<file path="src/shared/memory_card_pkg.sv">
package memory_card_pkg;

  // organisation of one card
  localparam int BANKS_PER_GENERATOR = 4;
  localparam int ROWS_PER_BANK       = 2;
  localparam int INTERLEAVES_MAX     = 4;
  localparam int MAX_GENERATORS      = 2;
  localparam int MAX_BANKS_TOTAL     = 8;
  localparam int WORD_BITS           = 72;
  localparam int DATA_BITS           = 64;
  localparam int ECC_BITS            = 8;
  localparam int HALF_WORD_BITS      = 36;
  localparam int LINE_DATA_BITS      = 256;
  localparam int LINE_BYTES          = 32;
  localparam int REFRESH_PER_BANK    = 8;

  // sizes in megabytes
  localparam int SIZE_2WAY_MB        = 32;
  localparam int SIZE_STEP_MB        = 64;
  localparam int SIZE_MAX_MB         = 8192;
  localparam int BANK_MAX_MB         = 1024;

  // clock and line rate
  localparam int CLK_PERIOD_PS       = 8000;
  localparam int LINE_TIME_PS        = 30000;
  localparam int LINE_CYCLES         = LINE_TIME_PS / CLK_PERIOD_PS;

  // edo strobe timing in cycles
  localparam logic [3:0] RAS_TO_CAS_CYCLES = 4'h2;
  localparam logic [3:0] CAS_PULSE_CYCLES  = 4'h1;
  localparam logic [3:0] PRECHARGE_CYCLES  = 4'h3;

  // command opcodes from the controller
  typedef enum logic [1:0] {
    CMD_NONE    = 2'h0,
    CMD_READ    = 2'h1,
    CMD_WRITE   = 2'h2,
    CMD_REFRESH = 2'h3
  } mem_cmd_t;

  typedef struct packed {
    logic       valid;
    mem_cmd_t   op;
    logic [1:0] bank;
    logic       row;
    logic       four_way;
  } mem_request_t;

  // strobe unit phases, gray along the access path
  typedef enum logic [2:0] {
    UNIT_IDLE  = 3'b000,
    UNIT_RAS   = 3'b001,
    UNIT_CAS   = 3'b011,
    UNIT_PRECH = 3'b010,
    UNIT_CBR   = 3'b110
  } unit_phase_t;

  typedef struct packed {
    logic [ROWS_PER_BANK-1:0] ras;
    logic                     cas;
    logic                     we;
  } bank_strobes_t;

endpackage : memory_card_pkg

</file>
<file path="src/verilog/memory_card_strobe_and_datapath.sv">
// Overview of operation
// - strobe sequencing follows edo dram timing
// - four way everywhere, two way bank0 card0
// - two way 32 MB; four way 64MB..8GB
// - up to eight banks over two cards
// - each bank holds up to 1 GB
// - bank has one or two rows
// - one row strobe per row
// - interleave word is 64 data plus 8 check
// - four interleaves make one 32-byte line
// - 72-bit exchange, one line per 30 ns; four 8 ns beats here take 32 ns
// - generator idle until a command arrives
// - at most two generators, four banks each
// - single-sided one row, double-sided two rows
// - four independent strobe units, one per bank
// - mux has four dram ports, one bus port
// - two muxes side by side form 72 bits
// - 16 or 64 Mbit, single/double high modules
// - reset clears all; controller then refreshes eight
// - all four banks share slowest timing
`timescale 1ns/1ps
`default_nettype none
module memory_card_strobe_and_datapath
  import memory_card_pkg::*;
#(
  parameter logic       CARD_INDEX = 1'b0,
  parameter int         BANKS      = BANKS_PER_GENERATOR,
  parameter logic [3:0] RAS_TO_CAS = RAS_TO_CAS_CYCLES,
  parameter logic [3:0] PRECHARGE  = PRECHARGE_CYCLES
) (
  // clock and reset
  input  wire logic                                 clk_sys,
  input  wire logic                                 rst,
  // command from the controller
  input  wire mem_request_t                         request,
  // dram strobes
  output bank_strobes_t [BANKS-1:0]                 bank_strobes,
  // dram data, one 72-bit word per interleave
  input  wire logic [INTERLEAVES_MAX-1:0][WORD_BITS-1:0] dram_rd,
  output logic      [INTERLEAVES_MAX-1:0][WORD_BITS-1:0] dram_wr,
  output logic      [INTERLEAVES_MAX-1:0]                dram_oe,
  // memory data bus toward the controller
  input  wire logic [WORD_BITS-1:0]                 bus_wr,
  output logic      [WORD_BITS-1:0]                 bus_rd,
  output logic                                      bus_valid,
  // status
  output logic                                      request_accepted,
  output logic                                      request_refused,
  output logic [BANKS-1:0]                          bank_busy
);

  // a slot holds the data phase sequencing for one access
  typedef struct packed {
    logic                    active;
    logic                    write;
    logic [1:0]              bank;
    logic [1:0]              beat;
    logic [1:0]              last_beat;
    logic                    capture;
    logic                    capture_d;
    logic                    accepted;
    logic                    refused;
    logic [BANKS-1:0]        busy;
    logic                    valid_out;
  } top_state_t;

  top_state_t state;
  top_state_t next_state;

  logic [BANKS-1:0]          unit_start;
  logic [BANKS-1:0]          unit_busy;
  logic [BANKS-1:0]          unit_done;
  bank_strobes_t [BANKS-1:0] unit_strobes;
  logic                      config_ok;
  logic                      is_access;
  logic [1:0]                mux_select;
  logic [HALF_WORD_BITS-1:0] mux_rd_lo;
  logic [HALF_WORD_BITS-1:0] mux_rd_hi;
  logic [INTERLEAVES_MAX-1:0][HALF_WORD_BITS-1:0] rd_lo;
  logic [INTERLEAVES_MAX-1:0][HALF_WORD_BITS-1:0] rd_hi;
  logic [INTERLEAVES_MAX-1:0][HALF_WORD_BITS-1:0] wr_lo;
  logic [INTERLEAVES_MAX-1:0][HALF_WORD_BITS-1:0] wr_hi;
  logic [INTERLEAVES_MAX-1:0]                     oe_lo;
  logic [INTERLEAVES_MAX-1:0]                     oe_hi;

  // two way interleave is legal only on the first bank of the first card
  function automatic logic interleave_legal(input logic four_way, input logic [1:0] bank);
    interleave_legal = four_way || (bank == 2'h0 && CARD_INDEX == 1'b0);
  endfunction : interleave_legal

  assign config_ok = interleave_legal(request.four_way, request.bank);
  assign is_access = request.valid && (request.op == CMD_READ || request.op == CMD_WRITE);

  // command routing: only the addressed unit sees the start, and only when idle
  generate
    for (genvar b = 0; b < BANKS; b++) begin : g_unit
      assign unit_start[b] = request.valid && request.op != CMD_NONE && config_ok
                             && request.bank == 2'(b) && !unit_busy[b]
                             && !(is_access && state.active);

      // every unit gets the same timing, set for the slowest module
      bank_strobe_control_unit u_unit (
        .clk_sys    (clk_sys),
        .rst        (rst),
        .start      (unit_start[b]),
        .op         (request.op),
        .row        (request.row),
        .ras_to_cas (RAS_TO_CAS),
        .precharge  (PRECHARGE),
        .busy       (unit_busy[b]),
        .cycle_done (unit_done[b]),
        .strobes    (unit_strobes[b])
      );
    end
  endgenerate

  // split each 72-bit interleave word into the halves the two muxes carry
  generate
    for (genvar i = 0; i < INTERLEAVES_MAX; i++) begin : g_split
      assign rd_lo[i] = dram_rd[i][HALF_WORD_BITS-1:0];
      assign rd_hi[i] = dram_rd[i][WORD_BITS-1:HALF_WORD_BITS];
      assign dram_wr[i] = {wr_hi[i], wr_lo[i]};
    end
  endgenerate

  assign dram_oe    = oe_lo | oe_hi;
  assign mux_select = state.beat;

  // low and high halves side by side form the 72-bit path
  interleave_data_mux #(.PORT_BITS(HALF_WORD_BITS)) u_mux_lo (
    .clk_sys   (clk_sys),
    .rst       (rst),
    .select    (mux_select),
    .write_dir (state.write),
    .capture   (state.capture),
    .dram_rd   (rd_lo),
    .dram_wr   (wr_lo),
    .dram_oe   (oe_lo),
    .bus_wr    (bus_wr[HALF_WORD_BITS-1:0]),
    .bus_rd    (mux_rd_lo)
  );

  interleave_data_mux #(.PORT_BITS(HALF_WORD_BITS)) u_mux_hi (
    .clk_sys   (clk_sys),
    .rst       (rst),
    .select    (mux_select),
    .write_dir (state.write),
    .capture   (state.capture),
    .dram_rd   (rd_hi),
    .dram_wr   (wr_hi),
    .dram_oe   (oe_hi),
    .bus_wr    (bus_wr[WORD_BITS-1:HALF_WORD_BITS]),
    .bus_rd    (mux_rd_hi)
  );

  assign bus_rd = {mux_rd_hi, mux_rd_lo};

  // data phase: after the strobe unit finishes, walk the interleaves one per cycle;
  // four beats of 72 bits move one 32-byte line in 32 ns, over the 30 ns line time
  always_comb begin
    next_state           = state;
    next_state.accepted  = |unit_start;
    next_state.refused   = request.valid && request.op != CMD_NONE && !(|unit_start);
    next_state.busy      = unit_busy | unit_start;
    next_state.capture_d = state.capture;
    next_state.valid_out = state.capture_d && !state.write;
    if (is_access && (|unit_start)) begin
      next_state.active    = 1'b1;
      next_state.write     = (request.op == CMD_WRITE);
      next_state.bank      = request.bank;
      next_state.beat      = 2'h0;
      next_state.last_beat = request.four_way ? 2'h3 : 2'h1;
      next_state.capture   = 1'b0;
    end else if (state.active) begin
      if (!state.capture) begin
        // only the addressed unit may open the data phase; a refresh elsewhere must not
        if (unit_done[state.bank]) begin
          next_state.capture = 1'b1;
        end
      end else if (state.beat == state.last_beat) begin
        next_state.capture = 1'b0;
        next_state.active  = 1'b0;
      end else begin
        next_state.beat = state.beat + 2'h1;
      end
    end
  end

  // sequencing state is dropped on memory reset
  always_ff @(posedge clk_sys or posedge rst) begin
    if (rst) begin
      state <= '0;
    end else begin
      state <= next_state;
    end
  end

  assign bank_strobes     = unit_strobes;
  assign bus_valid        = state.valid_out;
  assign request_accepted = state.accepted;
  assign request_refused  = state.refused;
  assign bank_busy        = state.busy;

endmodule : memory_card_strobe_and_datapath
`default_nettype wire

</file>
<file path="src/verilog/bank_strobe_control_unit.sv">
`timescale 1ns/1ps
`default_nettype none
module bank_strobe_control_unit
  import memory_card_pkg::*;
(
  // clock and reset
  input  wire logic          clk_sys,
  input  wire logic          rst,
  // command for this bank
  input  wire logic          start,
  input  wire mem_cmd_t      op,
  input  wire logic          row,
  // shared timing
  input  wire logic [3:0]    ras_to_cas,
  input  wire logic [3:0]    precharge,
  // status and strobes
  output logic               busy,
  output logic               cycle_done,
  output bank_strobes_t      strobes
);

  typedef struct packed {
    unit_phase_t   phase;
    logic [3:0]    count;
    bank_strobes_t strobes;
    logic          done;
  } unit_state_t;

  unit_state_t state;
  unit_state_t next_state;

  // one phase machine per bank; strobes are registered so no glitches reach the dram
  always_comb begin
    next_state      = state;
    next_state.done = 1'b0;
    case (state.phase)
      UNIT_IDLE: begin
        if (start && op != CMD_NONE) begin
          next_state.count = ras_to_cas;
          if (op == CMD_REFRESH) begin
            // cas before ras refreshes both rows at once
            next_state.phase       = UNIT_CBR;
            next_state.strobes.cas = 1'b1;
          end else begin
            next_state.phase            = UNIT_RAS;
            next_state.strobes.ras[row] = 1'b1;
            next_state.strobes.we       = (op == CMD_WRITE);
          end
        end
      end
      UNIT_RAS: begin
        if (state.count <= 4'h1) begin
          next_state.phase       = UNIT_CAS;
          next_state.count       = CAS_PULSE_CYCLES;
          next_state.strobes.cas = 1'b1;
        end else begin
          next_state.count = state.count - 4'h1;
        end
      end
      UNIT_CBR: begin
        if (state.count <= 4'h1) begin
          next_state.phase       = UNIT_CAS;
          next_state.count       = CAS_PULSE_CYCLES;
          next_state.strobes.ras = '1;
        end else begin
          next_state.count = state.count - 4'h1;
        end
      end
      UNIT_CAS: begin
        if (state.count <= 4'h1) begin
          next_state.phase   = UNIT_PRECH;
          next_state.count   = precharge;
          next_state.strobes = '0;
        end else begin
          next_state.count = state.count - 4'h1;
        end
      end
      UNIT_PRECH: begin
        if (state.count <= 4'h1) begin
          next_state.phase = UNIT_IDLE;
          next_state.done  = 1'b1;
        end else begin
          next_state.count = state.count - 4'h1;
        end
      end
      default: begin
        next_state = '0;
      end
    endcase
  end

  // reset clears any access in flight
  always_ff @(posedge clk_sys or posedge rst) begin
    if (rst) begin
      state <= '0;
    end else begin
      state <= next_state;
    end
  end

  assign busy       = (state.phase != UNIT_IDLE);
  assign cycle_done = state.done;
  assign strobes    = state.strobes;

endmodule : bank_strobe_control_unit
`default_nettype wire

</file>
<file path="src/verilog/interleave_data_mux.sv">
`timescale 1ns/1ps
`default_nettype none
module interleave_data_mux
  import memory_card_pkg::*;
#(
  parameter int PORT_BITS = HALF_WORD_BITS
) (
  // clock and reset
  input  wire logic                                  clk_sys,
  input  wire logic                                  rst,
  // steering
  input  wire logic [1:0]                            select,
  input  wire logic                                  write_dir,
  input  wire logic                                  capture,
  // dram side, one port per interleaved quad-word
  input  wire logic [INTERLEAVES_MAX-1:0][PORT_BITS-1:0] dram_rd,
  output logic      [INTERLEAVES_MAX-1:0][PORT_BITS-1:0] dram_wr,
  output logic      [INTERLEAVES_MAX-1:0]                dram_oe,
  // memory data bus side
  input  wire logic [PORT_BITS-1:0]                  bus_wr,
  output logic      [PORT_BITS-1:0]                  bus_rd
);

  typedef struct packed {
    logic [INTERLEAVES_MAX-1:0][PORT_BITS-1:0] wr;
    logic [INTERLEAVES_MAX-1:0]                oe;
    logic [PORT_BITS-1:0]                      rd;
  } mux_state_t;

  mux_state_t state;
  mux_state_t next_state;

  // one selected interleave moves per capture; latches hold between them
  always_comb begin
    next_state    = state;
    next_state.oe = '0;
    if (capture) begin
      if (write_dir) begin
        next_state.wr[select] = bus_wr;
        next_state.oe[select] = 1'b1;
      end else begin
        next_state.rd = dram_rd[select];
      end
    end
  end

  // buffers are emptied on memory reset
  always_ff @(posedge clk_sys or posedge rst) begin
    if (rst) begin
      state <= '0;
    end else begin
      state <= next_state;
    end
  end

  assign dram_wr = state.wr;
  assign dram_oe = state.oe;
  assign bus_rd  = state.rd;

endmodule : interleave_data_mux
`default_nettype wire

</file>
<file path="config.mk">
export PLATFORM = sky130hd
export DESIGN_NAME = memory_card_strobe_and_datapath
export DESIGN_NICKNAME = d
export VERILOG_FILES = /design/src/shared/memory_card_pkg.sv /design/src/verilog/memory_card_strobe_and_datapath.sv /design/src/verilog/bank_strobe_control_unit.sv /design/src/verilog/interleave_data_mux.sv
export SDC_FILE = /design/constraint.sdc
export NUM_CORES = 1
export LEC_CHECK = 0
export BUFFER_PORTS_ARGS = -buffer_cell sky130_fd_sc_hd__buf_2
export CORE_AREA = 2 2 295 297
export CTS_BUF_LIST = sky130_fd_sc_hd__clkbuf_8
export CTS_CLUSTER_DIAMETER = 80
export DETAILED_ROUTE_END_ITERATION = 8
export DIE_AREA = 0 0 297 299
export MAX_ROUTING_LAYER = met4
export PLACE_DENSITY = 0.41
export SLEW_MARGIN = 10
export SYNTH_ARGS = -nofsm -noshare
export SYNTH_HDL_FRONTEND = slang
export SYNTH_HIERARCHICAL = 1
export SYNTH_SLANG_ARGS = --single-unit
</file>
<file path="constraint.sdc">
create_clock -name clk_sys -period 16.3 [get_ports clk_sys]
set_clock_uncertainty 0.05 [all_clocks]
set_input_delay 3.26 -clock clk_sys [delete_from_list [all_inputs] [get_ports clk_sys]]
set_output_delay 3.26 -clock clk_sys [all_outputs]
set_load 0.005 [all_outputs]
</file>
## Word level (Yosys, flattened, before mapping)

Cells that the tools add are included.

- Divide/modulo/power cells: 0
- Eq/ne operators: 60
- Add/sub/neg operators: 5
- Multipliers: 0
- Shift operators: 0
- $lt $le $gt $ge: 9
- Bitwise operators: 19
- Multiplexer cells: 104
- Reductions and logical operators: 86

Operator list:

| operator | count |
|---|---|
| $bwmux 144 | 2 |
| $mux 36 | 5 |
| $bmux 36 s2 | 2 |
| $pmux 7 s4 | 4 |
| $mux 40 | 2 |
| $demux 36 s2 | 1 |
| $mux 4 | 18 |
| $ne 2x1->1 const B | 25 |
| $mux 11 | 4 |
| $reduce_and 5->1 | 8 |
| $mux 3 | 13 |
| $pmux 2 s4 | 4 |
| $reduce_and 4->1 | 8 |
| $mux 2 | 13 |
| $logic_and 1x1->1 | 25 |
| $mux 1 | 25 |
| $eq 3x2->1 const B | 8 |
| $ne 2x2->1 const B | 12 |
| $reduce_or 2->1 | 12 |
| $le 4x1->1 const B | 4 |
| $pmux 1 s4 | 4 |
| $sub 4x1->4 const B | 4 |
| $not 1->1 | 13 |
| $eq 3x1->1 const B | 4 |
| 25 further kinds | 63 |

- Memories: 0
- Input port bits: 369
- Flip-flop bits (word level): 433
- Bits in read-only memories: 0
- Bits in latches: 0
- Bits in writable memories: 0
- Output and inout port bits: 387

## Depth between registers and ports, before layout

Gate-level depths: netlist of the first run.

- Word-level depth: 10
- Depth in mapped cells: 10

## By module

Netlist of the first run, hierarchy kept.

Modules (own cells, without submodules):

| module | area each (sq um) | sequential area each (sq um) | cells an instance | times used |
|---|---|---|---|---|
| interleave_data_mux | 7,677.4 | 4,604.4 | 436 | 2 |
| bank_strobe_control_unit | 1,033.5 | 300.3 | 122 | 4 |
| memory_card_strobe_and_datapath | 879.6 | 425.4 | 74 | 1 |

## Worst setup path before layout of the first run

Ideal clock, no wire load.

- Path kind: input port to flip-flop
- From: input request[4] in the netlist's numbering
- To: register g_unit[0].u_unit.state (netlist bit g_unit[0].u_unit/strobes[1])
- Library setup time: 0.128 ns
- Required time: 16.122 ns
- Stages: 9
- Data arrival time: 5.277 ns
- Slack: 10.845 ns
- Buffers on the path: 0
- Cell sequence: inv_1 -> ha_1 -> or2b_2 -> a21oi_1 -> nor4b_1 -> o21ai_0 -> o21ai_0 -> a21bo_2 -> o21ai_0

- Cells in the longest elaborated chain, start to end: 9
- Elaborated cells between the ends (all ways): 17
- Classes of those cells: eq/ne (5); reduce/logical (12)

RTL lines:

| element | RTL line | source |
|---|---|---|
| start, declared | memory_card_strobe_and_datapath.sv:35 | `input wire mem_request_t request,` |
| $eq 2x1->1, or another cell as far along | memory_card_strobe_and_datapath.sv:92 | `assign is_access = request.valid && (request.op == CMD_READ \|\| request.op == CMD_WRITE);` |
| $logic_or 1x1->1 / $logic_and 1x1->1 (equally long branches) | memory_card_strobe_and_datapath.sv:92, memory_card_strobe_and_datapath.sv:97 |  |
| $logic_and 1x1->1 (on tied branches) | memory_card_strobe_and_datapath.sv:92, memory_card_strobe_and_datapath.sv:97 |  |
| $logic_and 1x1->1 (on tied branches) | memory_card_strobe_and_datapath.sv:99, memory_card_strobe_and_datapath.sv:98 |  |
| $logic_not 1->1 / $logic_and 1x1->1 (equally long branches) | memory_card_strobe_and_datapath.sv:99, memory_card_strobe_and_datapath.sv:98 |  |
| $logic_and 1x1->1 * | memory_card_strobe_and_datapath.sv:99 | `&& !(is_access && state.active);` |
| named net unit_start[0] | memory_card_strobe_and_datapath.sv:70 | `logic [BANKS-1:0] unit_start;` |
| $logic_and 1x1->1 * | bank_strobe_control_unit.sv:38 | `if (start && op != CMD_NONE) begin` |
| $ne 2x1->1 (no source line) * | -- |  |
| $reduce_and 5->1 (no source line) * | -- |  |
| end signal, assigned | bank_strobe_control_unit.sv:97 | `state <= next_state;` |
| end, declared | bank_strobe_control_unit.sv:29 | `unit_state_t state;` |

The timed path passes the listed nets; every way through them passes the cells marked *.
A chain may end at the register's enable or synchronous reset.

## Worst setup path after layout of the first run

- From: input request[4] in the netlist's numbering
- To: register g_unit[3].u_unit/state[5] in the netlist's numbering

- Cells in the longest elaborated chain, start to end: 9
- Elaborated cells between the ends (all ways): 15
- Classes of those cells: eq/ne (3); reduce/logical (12)

RTL lines:

| element | RTL line |
|---|---|
| $eq 2x1->1, or another cell as far along | memory_card_strobe_and_datapath.sv:92 |
| $logic_or 1x1->1 / $logic_and 1x1->1 (equally long branches) | memory_card_strobe_and_datapath.sv:92, memory_card_strobe_and_datapath.sv:97 |
| $logic_and 1x1->1 (on tied branches) | memory_card_strobe_and_datapath.sv:92, memory_card_strobe_and_datapath.sv:97 |
| $logic_and 1x1->1 (on tied branches) | memory_card_strobe_and_datapath.sv:99, memory_card_strobe_and_datapath.sv:98 |
| $logic_not 1->1 / $logic_and 1x1->1 (equally long branches) | memory_card_strobe_and_datapath.sv:99, memory_card_strobe_and_datapath.sv:98 |
| $logic_and 1x1->1 * | memory_card_strobe_and_datapath.sv:99 |
| named net unit_start[3] | memory_card_strobe_and_datapath.sv:70 |
| $logic_and 1x1->1 * | bank_strobe_control_unit.sv:38 |
| $ne 2x1->1 (no source line) * | -- |
| $reduce_and 2->1 (no source line) * | -- |
| end signal, assigned | bank_strobe_control_unit.sv:97 |
| end, declared | bank_strobe_control_unit.sv:29 |

Marks and branches as above.

==> metrics.yaml, run 1 <==
power:
  finalPower_uw: 5389
  power.leakage_uw: 0.01282
  vdd.ir_drop.worst_uv: 76.37
  powerDensity_mw_per_mm2: 198.6
sta:
  rsz0062_at_grt: "false"
  final_sum_of_negative_setup_slack_ns: 0
  fmax_mhz: 179.1
  timing.final.crit_share: 0.3425
  period_needed_ns: 5.583
  number_of_pins_exceeding_their_max_slew_limit_in_the_final_report: 0
  hold_viol_final: 0
  actual_transition_at_the_worst_max_transition_pin_ns: 1.131
  timing.final.setup_violations: 0
  relSlewSlack: 0.2418
die:
  design.die.area_sq_mm: 0.08880
  rows: 108
  fp.dieW_microns: 297
  core_region_area_sq_mm: 0.08594
  chipHeight_microns: 299
  start_util: 0.2370
  ioPinCount: 756
final_layout:
  fillerInstances: 8891
  post_route_cells_drive_above_1_share: 0.6067
  area_growth_pct: 33.18
  fin_nets: 2606
  final_util: 0.3156
yosys:
  synth_commonest_cells: "sky130_fd_sc_hd__dfrtp_1, sky130_fd_sc_hd__mux2_2, sky130_fd_sc_hd__mux4_2, sky130_fd_sc_hd__o21ai_0, sky130_fd_sc_hd__inv_1"
  synth.top_cells.by_area: "sky130_fd_sc_hd__dfrtp_1, sky130_fd_sc_hd__mux2_2, sky130_fd_sc_hd__mux4_2"
  synth_top_area_cell: "sky130_fd_sc_hd__dfrtp_1"
  synth.lib_cells_used.distinct: 63
  post_synth_instance_area_sq_mm: 0.02037
  synth_async_sr_flop_share: 1.000
  synth-seq-area-share: 0.5320
  yosys_warnings: 6
  leading_cell_type_by_number_of_instances_after_synthesis: "sky130_fd_sc_hd__dfrtp_1"
  yosys_most_used_dff: "sky130_fd_sc_hd__dfrtp_1"
  syn_inst: 1434
  synth_enable_flop_cells: 0
  synth_top_area_share: 0.5320
  syn-mean-instance-area_sq_um: 14.20
  synth-seq-cells: 433
cts:
  max-clock-path-buffers: 3
  post_cts_resize_count: 0
  clock_tree_from_tritoncts: "done"
  clock-sinks: 433
  clk_pin_slew_worst_paths_ns: 0.06
  post-cts-setup-buffers: 0
  htree_levels: 3
  cts_root_buffer: "sky130_fd_sc_hd__clkbuf_8"
  ctsHoldBuffers: 0
  cts_made_buffers: 86
  worst_skew_pair.late_latency_ns: 0.68
detailed_routing:
  wirelength_microns: 75410
  wire_per_inst_microns: 21.82
  detailroute.via_count: 15510
  detail_route.drc_violations: 0
  dr.first_iter.drc_count: 702
  avgViaCountPerCell: 4.489
  final_antenna_net_count: 0
  dr.pass1.iters: 4
critical_path:
  critical_path_class: "in2reg"
  startpoint_type: "input port"
  critical_path_required_ns: 16.84
  critical_path.reg2reg.startpoint: "g_unit[3].u_unit/state[11]"
  worstSetupEndpointType: "flop"
  setup.worst_path.end: "g_unit[3].u_unit/state[5]"
  timing.reg2reg.worst_path_depth: 6
  critPathArrivalTime_ns: 6.12
  cp_max_fo: 25
  worst_setup_startpoint: "request[4]"
  ff2ff_setup_slack_ns: 13.10
  end_of_the_worst_register_to_register_path: "state[13]"
placement:
  portBuffers: 755
  hpwl_microns: 55980
  place_congestion: 0.9861
hold_path:
  worst_hold_path_type: "reg2reg"
  hold_path_startpoint: "state[7]"
grt:
  antenna_found_initial: 10
  grt_use_total: 0.1715
  via_count_of_the_first_global_routing_pass: 16620
  grt_first_pass_wirelength_microns: 112400
  grt.overflow.total: 0
  largest_net_degree_at_the_start_of_global_routing: 116
status:
  status: "completed"
run:
  max-cap-violations: 0
metrics by stage:
stage               setup slack, ns  hold slack (ns)  std cells  area [sq um]
floorplan                     7.990           0.3885       1468         20500
detailed placement            10.05           0.4136       3293         25190
finish                        10.72           0.4325       3455         27130
global placement              10.11           0.4098       3293         25190
global route                  10.46           0.4549       3452         27120
CTS                           10.78           0.4364       3445         27080
how the worst min path moves through the flow:
stage	end	slack, ns	cells after the start
finish	bus_valid	0.43	1
global route	u_mux_lo/dram_wr[111]	0.45	1
CTS	bus_valid	0.44	1
detailed placement	bus_valid	0.41	1
global placement	bus_valid	0.41	1
floorplan	bus_valid	0.39	1
report_power, final:
group	switching [uW]	internal [uW]	leakage, uW
clock network	519	678	0.00106
logic	1080	1150	0.00652
registers	362	1600	0.00524
total	1960	3430	0.0128
placed cells by master, fill, tap and decap left out, drive strengths merged, types with 9 or more instances in the layout:
cell / n
a21oi: 44
a221oi: 12
a2bb2oi: 12
buf: 770
clkbuf: 106
clkinv: 16
conb: 36
dfrtp: 433
diode: 9
ha: 10
inv: 72
mux2: 364
mux4: 74
nand2: 38
nand2b: 19
nand3: 15
nand4: 11
nand4b: 10
nor2: 30
nor2b: 11
nor3: 12
o21ai: 56
or2: 14
per-layer routing:
layer | vias to the layer above | share of wire | GRT usage
li1 | 6909 | - | -
met1 | 7930 | 0.39 | 0.1910
met2 | 558 | 0.52 | 0.2977
met3 | 113 | 0.067 | 0.04624
met4 | 0 | 0.029 | 0.05507
met5 | - | 0 | -
worst max-delay path, cell delays in order:
cell                       delay, ns
sky130_fd_sc_hd__buf_2          0.41
sky130_fd_sc_hd__inv_1          0.13
sky130_fd_sc_hd__ha_1           0.22
sky130_fd_sc_hd__or2b_2         0.33
sky130_fd_sc_hd__a21oi_1        0.33
sky130_fd_sc_hd__nand4_1        0.20
sky130_fd_sc_hd__nor2_1         0.30
sky130_fd_sc_hd__o21ai_0        0.25
sky130_fd_sc_hd__nand2_1        0.30
sky130_fd_sc_hd__o311ai_0       0.20
sky130_fd_sc_hd__o21bai_1       0.18
cell type report:
cell class	count	area, sq um	area share
antenna	9	22.52	0.0008303
multi-input combinational	889	8822	0.3252
timing repair buffer	770	3911	0.1442
sequential	433	10840	0.3997
tap	1155	1445	0.05328
inverter	47	191.4	0.007057
clock inverter	46	431.7	0.01591
clock buffer	106	1459	0.05378
registers in the layout, indices dropped and copies added (netlist names):
signal                    cells
u_mux_lo/bus_rd              36
mux_select                    2
request_accepted              1
bus_valid                     1
u_mux_hi/bus_rd              36
u_mux_hi/dram_wr            144
u_mux_lo/dram_wr            144
state                         7
u_mux_lo/dram_oe              4
bank_busy                     4
u_mux_hi/dram_oe              4
g_unit.u_unit/cycle_done      4
g_unit.u_unit/strobes        16
next_state                    1
request_refused               1
g_unit.u_unit/state          28
kinds of logic (layout without fill, tap and decap cells):
logic type	count (synthesis)	count (layout)	synth area share
buffers and inverters	146	969	0.04189
other	2	45	0.0003687
AND/OR/NAND/NOR	186	186	0.05737
flip-flops	433	433	0.5320
XOR/XNOR	8	8	0.003440
multiplexers	442	442	0.2858
AO/OA/AOI/OAI	207	207	0.07304
adder cells (fa/ha/maj)	10	10	0.006143
Note: power is estimated with default switching activity, not from simulation.
==> inputs of run 2 (changes only) <==
--- a/config.mk
+++ b/config.mk
@@ -5,6 +5,7 @@
 export SDC_FILE = /design/constraint.sdc
 export NUM_CORES = 1
 export LEC_CHECK = 0
+export ABC_AREA = 1
 export BUFFER_PORTS_ARGS = -buffer_cell sky130_fd_sc_hd__buf_2
 export CORE_AREA = 2 2 295 297
 export CTS_BUF_LIST = sky130_fd_sc_hd__clkbuf_8
@@ -12,7 +13,7 @@
 export DETAILED_ROUTE_END_ITERATION = 8
 export DIE_AREA = 0 0 297 299
 export MAX_ROUTING_LAYER = met4
-export PLACE_DENSITY = 0.41
+export PLACE_DENSITY = 0.43
 export SLEW_MARGIN = 10
 export SYNTH_ARGS = -nofsm -noshare
 export SYNTH_HDL_FRONTEND = slang
==> constraint.sdc (replaced) <==
create_clock -name clk_sys -period 4.5 [get_ports clk_sys]
set_clock_uncertainty 0.05 [all_clocks]
set_input_delay 0.9 -clock clk_sys [delete_from_list [all_inputs] [get_ports clk_sys]]
set_output_delay 0.9 -clock clk_sys [all_outputs]
set_load 0.005 [all_outputs]
==> metrics.yaml, run 2 <==
sta:
  worst_hold_margin_ns: 0.3686
  timing.final.crit_share: 0.6503
  actual_transition_at_the_worst_max_transition_pin_ns: 1.059
  fmax_mhz: 341.7
  relSlewSlack: 0.2931
  hold_viol_final: 0
  number_of_pins_exceeding_their_max_slew_limit_in_the_final_report: 0
  period_needed_ns: 2.926
  rsz0062_at_grt: "false"
  timing.final.setup_violations: 0
  final_sum_of_negative_setup_slack_ns: 0
final_layout:
  fillerInstances: 9579
  post_route_cells_drive_above_1_share: 0.2730
  final_util: 0.3209
  final_cell_mix: "sky130_fd_sc_hd__nand2_1, sky130_fd_sc_hd__buf_2, sky130_fd_sc_hd__dfrtp_1, sky130_fd_sc_hd__o21ai_0, sky130_fd_sc_hd__inv_1"
  most_common_cell_after_layout_fill_and_taps_aside: "sky130_fd_sc_hd__nand2_1"
  fin_nets: 3951
  register_area_sq_mm: 0.01084
  area_of_the_multi_input_gates_sq_mm: 0.008462
  area_growth_pct: 32.28
power:
  p_comb_frac: 0.442
  switching_share: 0.4406
  seqPwrFrac: 0.350
  internal_dissipation_uw: 10780
  power.leakage_uw: 0.01593
  netSwitchingPower_uw: 8489
  clock_power_share: 0.208
  vdd.ir_drop.worst_uv: 274.4
  powerDensity_mw_per_mm2: 698.4
cts:
  worst_skew_pair.late_latency_ns: 0.68
  cts_root_buffer: "sky130_fd_sc_hd__clkbuf_8"
  htree_levels: 3
  clk_pin_slew_worst_paths_ns: 0.06
  ctsHoldBuffers: 0
  clock_tree_from_tritoncts: "done"
  post-cts-setup-buffers: 0
  cts_made_buffers: 84
  max-clock-path-buffers: 3
  clock-sinks: 433
  post_cts_resize_count: 0
run:
  max-cap-violations: 0
yosys:
  syn_inst: 2812
  synth.top_cells.by_area: "sky130_fd_sc_hd__dfrtp_1, sky130_fd_sc_hd__nand2_1, sky130_fd_sc_hd__o21ai_0"
  synth-seq-cells: 433
  leading_cell_type_by_number_of_instances_after_synthesis: "sky130_fd_sc_hd__nand2_1"
  synth-seq-area-share: 0.5197
  synth_enable_flop_cells: 0
  synth_async_sr_flop_share: 1.000
  yosys_most_used_dff: "sky130_fd_sc_hd__dfrtp_1"
  synth_top_area_share: 0.5197
  synth_commonest_cells: "sky130_fd_sc_hd__nand2_1, sky130_fd_sc_hd__dfrtp_1, sky130_fd_sc_hd__o21ai_0, sky130_fd_sc_hd__inv_1, sky130_fd_sc_hd__clkbuf_1"
  yosys_warnings: 6
  post_synth_instance_area_sq_mm: 0.02085
  synth.lib_cells_used.distinct: 34
  synth_top_area_cell: "sky130_fd_sc_hd__dfrtp_1"
  syn-mean-instance-area_sq_um: 7.415
detailed_routing:
  dr.pass1.iters: 5
  avgViaCountPerCell: 4.119
  final_antenna_net_count: 0
  wirelength_microns: 86920
  detailroute.via_count: 19790
  detail_route.drc_violations: 0
  dr.first_iter.drc_count: 1223
  wire_per_inst_microns: 18.09
die:
  rows: 108
  chipHeight_microns: 299
  ioPinCount: 756
  design.die.area_sq_mm: 0.08880
  start_util: 0.2426
  core_region_area_sq_mm: 0.08594
  fp.dieW_microns: 297
critical_path:
  cp_max_fo: 57
  ff2ff_setup_slack_ns: 1.57
  critical_path_class: "reg2reg"
  worstSetupEndpointType: "flop"
  critPathArrivalTime_ns: 3.41
  startpoint_type: "flop"
  critical_path_required_ns: 4.98
grt:
  antenna_found_initial: 21
  grt_first_pass_wirelength_microns: 129000
  grt.overflow.total: 0
  largest_net_degree_at_the_start_of_global_routing: 93
  grt_use_total: 0.1969
  via_count_of_the_first_global_routing_pass: 19890
placement:
  hpwl_microns: 64540
  portBuffers: 755
  place_congestion: 0.9512
hold_path:
  worst_hold_path_type: "in2async"
status:
  status: "completed"
==> run 2: changes by cell type after synthesis, moves of 19 or more <==
cell / change
sky130_fd_sc_hd__nand2_1: +1404
sky130_fd_sc_hd__mux2_2: -352
sky130_fd_sc_hd__o21ai_0: +262
sky130_fd_sc_hd__inv_1: +217
sky130_fd_sc_hd__mux4_2: -74
sky130_fd_sc_hd__clkbuf_1: +71
sky130_fd_sc_hd__a21oi_1: -43
sky130_fd_sc_hd__nand3_1: +41
sky130_fd_sc_hd__nor2_1: +27
sky130_fd_sc_hd__buf_2: -20
sky130_fd_sc_hd__buf_4: -20
sky130_fd_sc_hd__nand2b_1: -19
==> run 2: metrics by stage <==
| stage | instance area, sq um | instances | power (uW) | setup slack [ns] |
|---|---|---|---|---|
| 2_1_floorplan | 20970 | 2842 | 11530 | 1.185 |
| 3_3_place_gp | 25840 | 4641 | 15480 | 1.483 |
| 3_5_place_dp | 25840 | 4641 | 15500 | 1.486 |
| 4_1_cts | 27550 | 4792 | 19680 | 1.467 |
| 5_1_grt | 27580 | 4803 | 21020 | 1.259 |
| 6_report | 27580 | 4804 | 19260 | 1.574 |
==> run 2: layer usage <==
layer,part of all wire,up-vias,GRT usage
met1,0.40,9056,0.2180
met5,0,-,-
met4,0.022,0,0.05459
li1,-,10070,-
met3,0.061,111,0.05024
met2,0.51,551,0.3494
==> run 2: cells by family after synthesis <==
kind of cell / Yosys count / share of synthesized area
and+or+nand+nor: 1613 / 0.3084
xor gates and xnor gates: 4 / 0.001680
other: 2 / 0.0003602
AOI/OAI and AO/OA: 332 / 0.08275
buffers and inverters: 418 / 0.08113
DFF: 433 / 0.5197
adders and majority gates: 10 / 0.006001
==> run 2: critical path, stage by stage (launching register included) <==
cell	delay [ns]
sky130_fd_sc_hd__dfrtp_4	0.89
sky130_fd_sc_hd__buf_4	0.54
sky130_fd_sc_hd__nor2_1	0.12
sky130_fd_sc_hd__nand2_2	0.46
sky130_fd_sc_hd__buf_4	0.47
sky130_fd_sc_hd__o21ai_0	0.14
==> run 2: power groups by stage <==
stage | registers, uW | logic [uW] | clock network (uW)
floorplan | 6650 | 4870 | 0
global route | 6980 | 9680 | 4370
detailed placement | 6800 | 8700 | 0
CTS | 6760 | 8720 | 4200
finish | 6740 | 8510 | 4010
global placement | 6800 | 8690 | 0
==> run 2: path summary, 6_finish.rpt <==
| path | startpoint | end | cells past startpoint |
|---|---|---|---|
| max in group asynchronous | rst | u_mux_hi/dram_wr[95] | 3 |
| max reg2reg | mux_select[0] | u_mux_hi/dram_wr[103] | 5 |
| min in group clk_sys | bus_wr[57] | u_mux_hi/dram_wr[129] | 3 |
| min reg2reg | u_mux_hi/bus_rd[3] | u_mux_hi/bus_rd[3] | 2 |
| min | rst | g_unit[1].u_unit/cycle_done | 2 |
| max | mux_select[0] | u_mux_hi/dram_wr[103] | 5 |
==> run 2: final cells by class <==
class,count,share of cell area
Antenna cell,12,0.001089
Timing Repair Buffer,780,0.1456
Clock inverter,46,0.009571
Sequential cell,433,0.3931
Tap cell,1155,0.05239
Inverter,282,0.03906
Multi-Input combinational cell,1991,0.3068
Clock buffer,105,0.05239
==> inputs of run 3 (changes only) <==
--- a/config.mk
+++ b/config.mk
@@ -5,7 +5,7 @@
 export SDC_FILE = /design/constraint.sdc
 export NUM_CORES = 1
 export LEC_CHECK = 0
-export ABC_AREA = 1
+export ABC_AREA = 0
 export BUFFER_PORTS_ARGS = -buffer_cell sky130_fd_sc_hd__buf_2
 export CORE_AREA = 2 2 295 297
 export CTS_BUF_LIST = sky130_fd_sc_hd__clkbuf_8
@@ -13,7 +13,7 @@
 export DETAILED_ROUTE_END_ITERATION = 8
 export DIE_AREA = 0 0 297 299
 export MAX_ROUTING_LAYER = met4
-export PLACE_DENSITY = 0.43
+export PLACE_DENSITY = 0.42
 export SLEW_MARGIN = 10
 export SYNTH_ARGS = -nofsm -noshare
 export SYNTH_HDL_FRONTEND = slang
==> constraint.sdc (replaced) <==
create_clock -name clk_sys -period 2.4 [get_ports clk_sys]
set_clock_uncertainty 0.05 [all_clocks]
set_input_delay 0.48 -clock clk_sys [delete_from_list [all_inputs] [get_ports clk_sys]]
set_output_delay 0.48 -clock clk_sys [all_outputs]
set_load 0.005 [all_outputs]
==> metrics.yaml, run 3 (synthesis results as in run 1) <==
placement:
  hpwl_microns: 58470
  placed_cell_area_sq_mm: 0.02599
  portBuffers: 755
  place_congestion: 1.006
  dp.cells: 3367
grt:
  grt.overflow.total: 0
  via_count_of_the_first_global_routing_pass: 17110
  grt_use_total: 0.1758
  largest_net_degree_at_the_start_of_global_routing: 47
  antenna_found_initial: 8
  grt_first_pass_wirelength_microns: 115100
sta:
  number_of_pins_exceeding_their_max_slew_limit_in_the_final_report: 0
  period_needed_ns: 2.259
  worst_hold_margin_ns: 0.07262
  relSlewSlack: 0.5293
  rsz0062_at_grt: "false"
  actual_transition_at_the_worst_max_transition_pin_ns: 0.7053
  final_sum_of_negative_setup_slack_ns: 0
  timing.final.setup_violations: 0
  fmax_mhz: 442.6
  hold_viol_final: 0
  timing.final.crit_share: 0.9414
die:
  fp.dieW_microns: 297
  design.die.area_sq_mm: 0.08880
  ioPinCount: 756
  rows: 108
  start_util: 0.2370
  chipHeight_microns: 299
  core_region_area_sq_mm: 0.08594
power:
  clock_power_share: 0.216
  vdd.ir_drop.worst_uv: 659.7
  switching_share: 0.3603
  internal_dissipation_uw: 23950
  p_comb_frac: 0.435
  seqPwrFrac: 0.348
  netSwitchingPower_uw: 13490
  power.leakage_uw: 0.01352
  powerDensity_mw_per_mm2: 1311
final_layout:
  final_util: 0.3324
  fin_nets: 2744
  finish.instance_area_sq_mm: 0.02857
  most_common_cell_after_layout_fill_and_taps_aside: "sky130_fd_sc_hd__buf_2"
  fillerInstances: 8799
  final_cell_mix: "sky130_fd_sc_hd__buf_2, sky130_fd_sc_hd__dfrtp_1, sky130_fd_sc_hd__mux2_2, sky130_fd_sc_hd__clkbuf_8, sky130_fd_sc_hd__mux4_2"
  area_growth_pct: 40.25
  final_cells: 3594
  post_route_cells_drive_above_1_share: 0.6039
critical_path:
  critical_path_required_ns: 2.90
  worstSetupEndpointType: "flop"
  critPathArrivalTime_ns: 2.76
  worst_setup_startpoint: "g_unit[2].u_unit/state[10]"
  critical_path.reg2reg.startpoint: "g_unit[2].u_unit/state[10]"
  startpoint_type: "flop"
  cp_max_fo: 5
  critical_path_class: "reg2reg"
run:
  max-cap-violations: 0
cts:
  cts_root_buffer: "sky130_fd_sc_hd__clkbuf_8"
  max-clock-path-buffers: 3
  clock-sinks: 433
  cts_made_buffers: 85
  clk_pin_slew_worst_paths_ns: 0.06
  htree_levels: 3
  clock_tree_from_tritoncts: "done"
  worst_skew_pair.late_latency_ns: 0.69
detailed_routing:
  dr.pass1.iters: 4
  final_antenna_net_count: 0
  wire_per_inst_microns: 21.61
  dr.first_iter.drc_count: 793
  detailroute.via_count: 16070
  avgViaCountPerCell: 4.471
  wirelength_microns: 77670
  detail_route.drc_violations: 0
hold_path:
  hold_path_startpoint: "bus_wr[36]"
  worst_hold_path_type: "in2reg"
status:
  status: "completed"
[run 3: power by group through the flow]
stage / logic, uW / clock network [uW] / registers, uW
after floorplan: 9000 / 0 / 13100
after global placement: 16400 / 0 / 13100
after detailed placement: 16500 / 0 / 13200
after CTS: 16600 / 8500 / 13100
after global routing: 17600 / 8800 / 13600
final: 16300 / 8100 / 13000
[run 3: area by class of cell]
class                   instances  area [sq um]  share of cell area
flip-flops and latches        433         10850              0.3797
multi-input cells             889          8862              0.3102
repair buffers                909          5313              0.1860
clock buffers                 118          1624             0.05685
well taps                    1155          1445             0.05059
clock inverters                38         279.0            0.009767
inverters                      47         183.9            0.006438
diodes                          5         12.51           0.0004380
[run 3: final timing paths]
path | endpoint | slack [ns] | cells after the start
max | state[14] | 0.14 | 7
min | u_mux_hi/dram_wr[36] | 0.07 | 2
max reg2reg | state[14] | 0.14 | 7
min reg2reg | bus_valid | 0.44 | 1
max in group asynchronous | u_mux_hi/dram_wr[31] | 0.96 | 4
min in group asynchronous | u_mux_lo/dram_wr[31] | 0.44 | 3
[run 3: layer usage]
| layer | wire, microns | global-route usage |
|---|---|---|
| met3 | 4614 | 0.04435 |
| met2 | 40480 | 0.3076 |
| met4 | 2145 | 0.04930 |
| met5 | 0 | - |
| met1 | 30440 | 0.1984 |
[run 3: what timing repair did]
item                      CTS  global route
setup buffers               0             0
hold endpoints to repair  335             0
resized for setup           0             0
hold buffers               66             0
[run 3: worst max-delay path, stage by stage, from the launching register on]
cell	delay, ns
sky130_fd_sc_hd__dfrtp_2	0.42
sky130_fd_sc_hd__nor3_4	0.19
sky130_fd_sc_hd__inv_1	0.11
sky130_fd_sc_hd__mux4_2	0.49
sky130_fd_sc_hd__a2111oi_4	0.22
sky130_fd_sc_hd__and3_1	0.20
sky130_fd_sc_hd__buf_4	0.15
sky130_fd_sc_hd__mux2_4	0.30
[run 3: stage by stage]
step           power (uW)  setup WS, ns
2_1_floorplan       22120       -0.4945
3_3_place_gp        29480       -0.2722
3_5_place_dp        29640       -0.3065
4_1_cts             38190        0.1211
5_1_grt             39930       0.01357
6_report            37440        0.1406
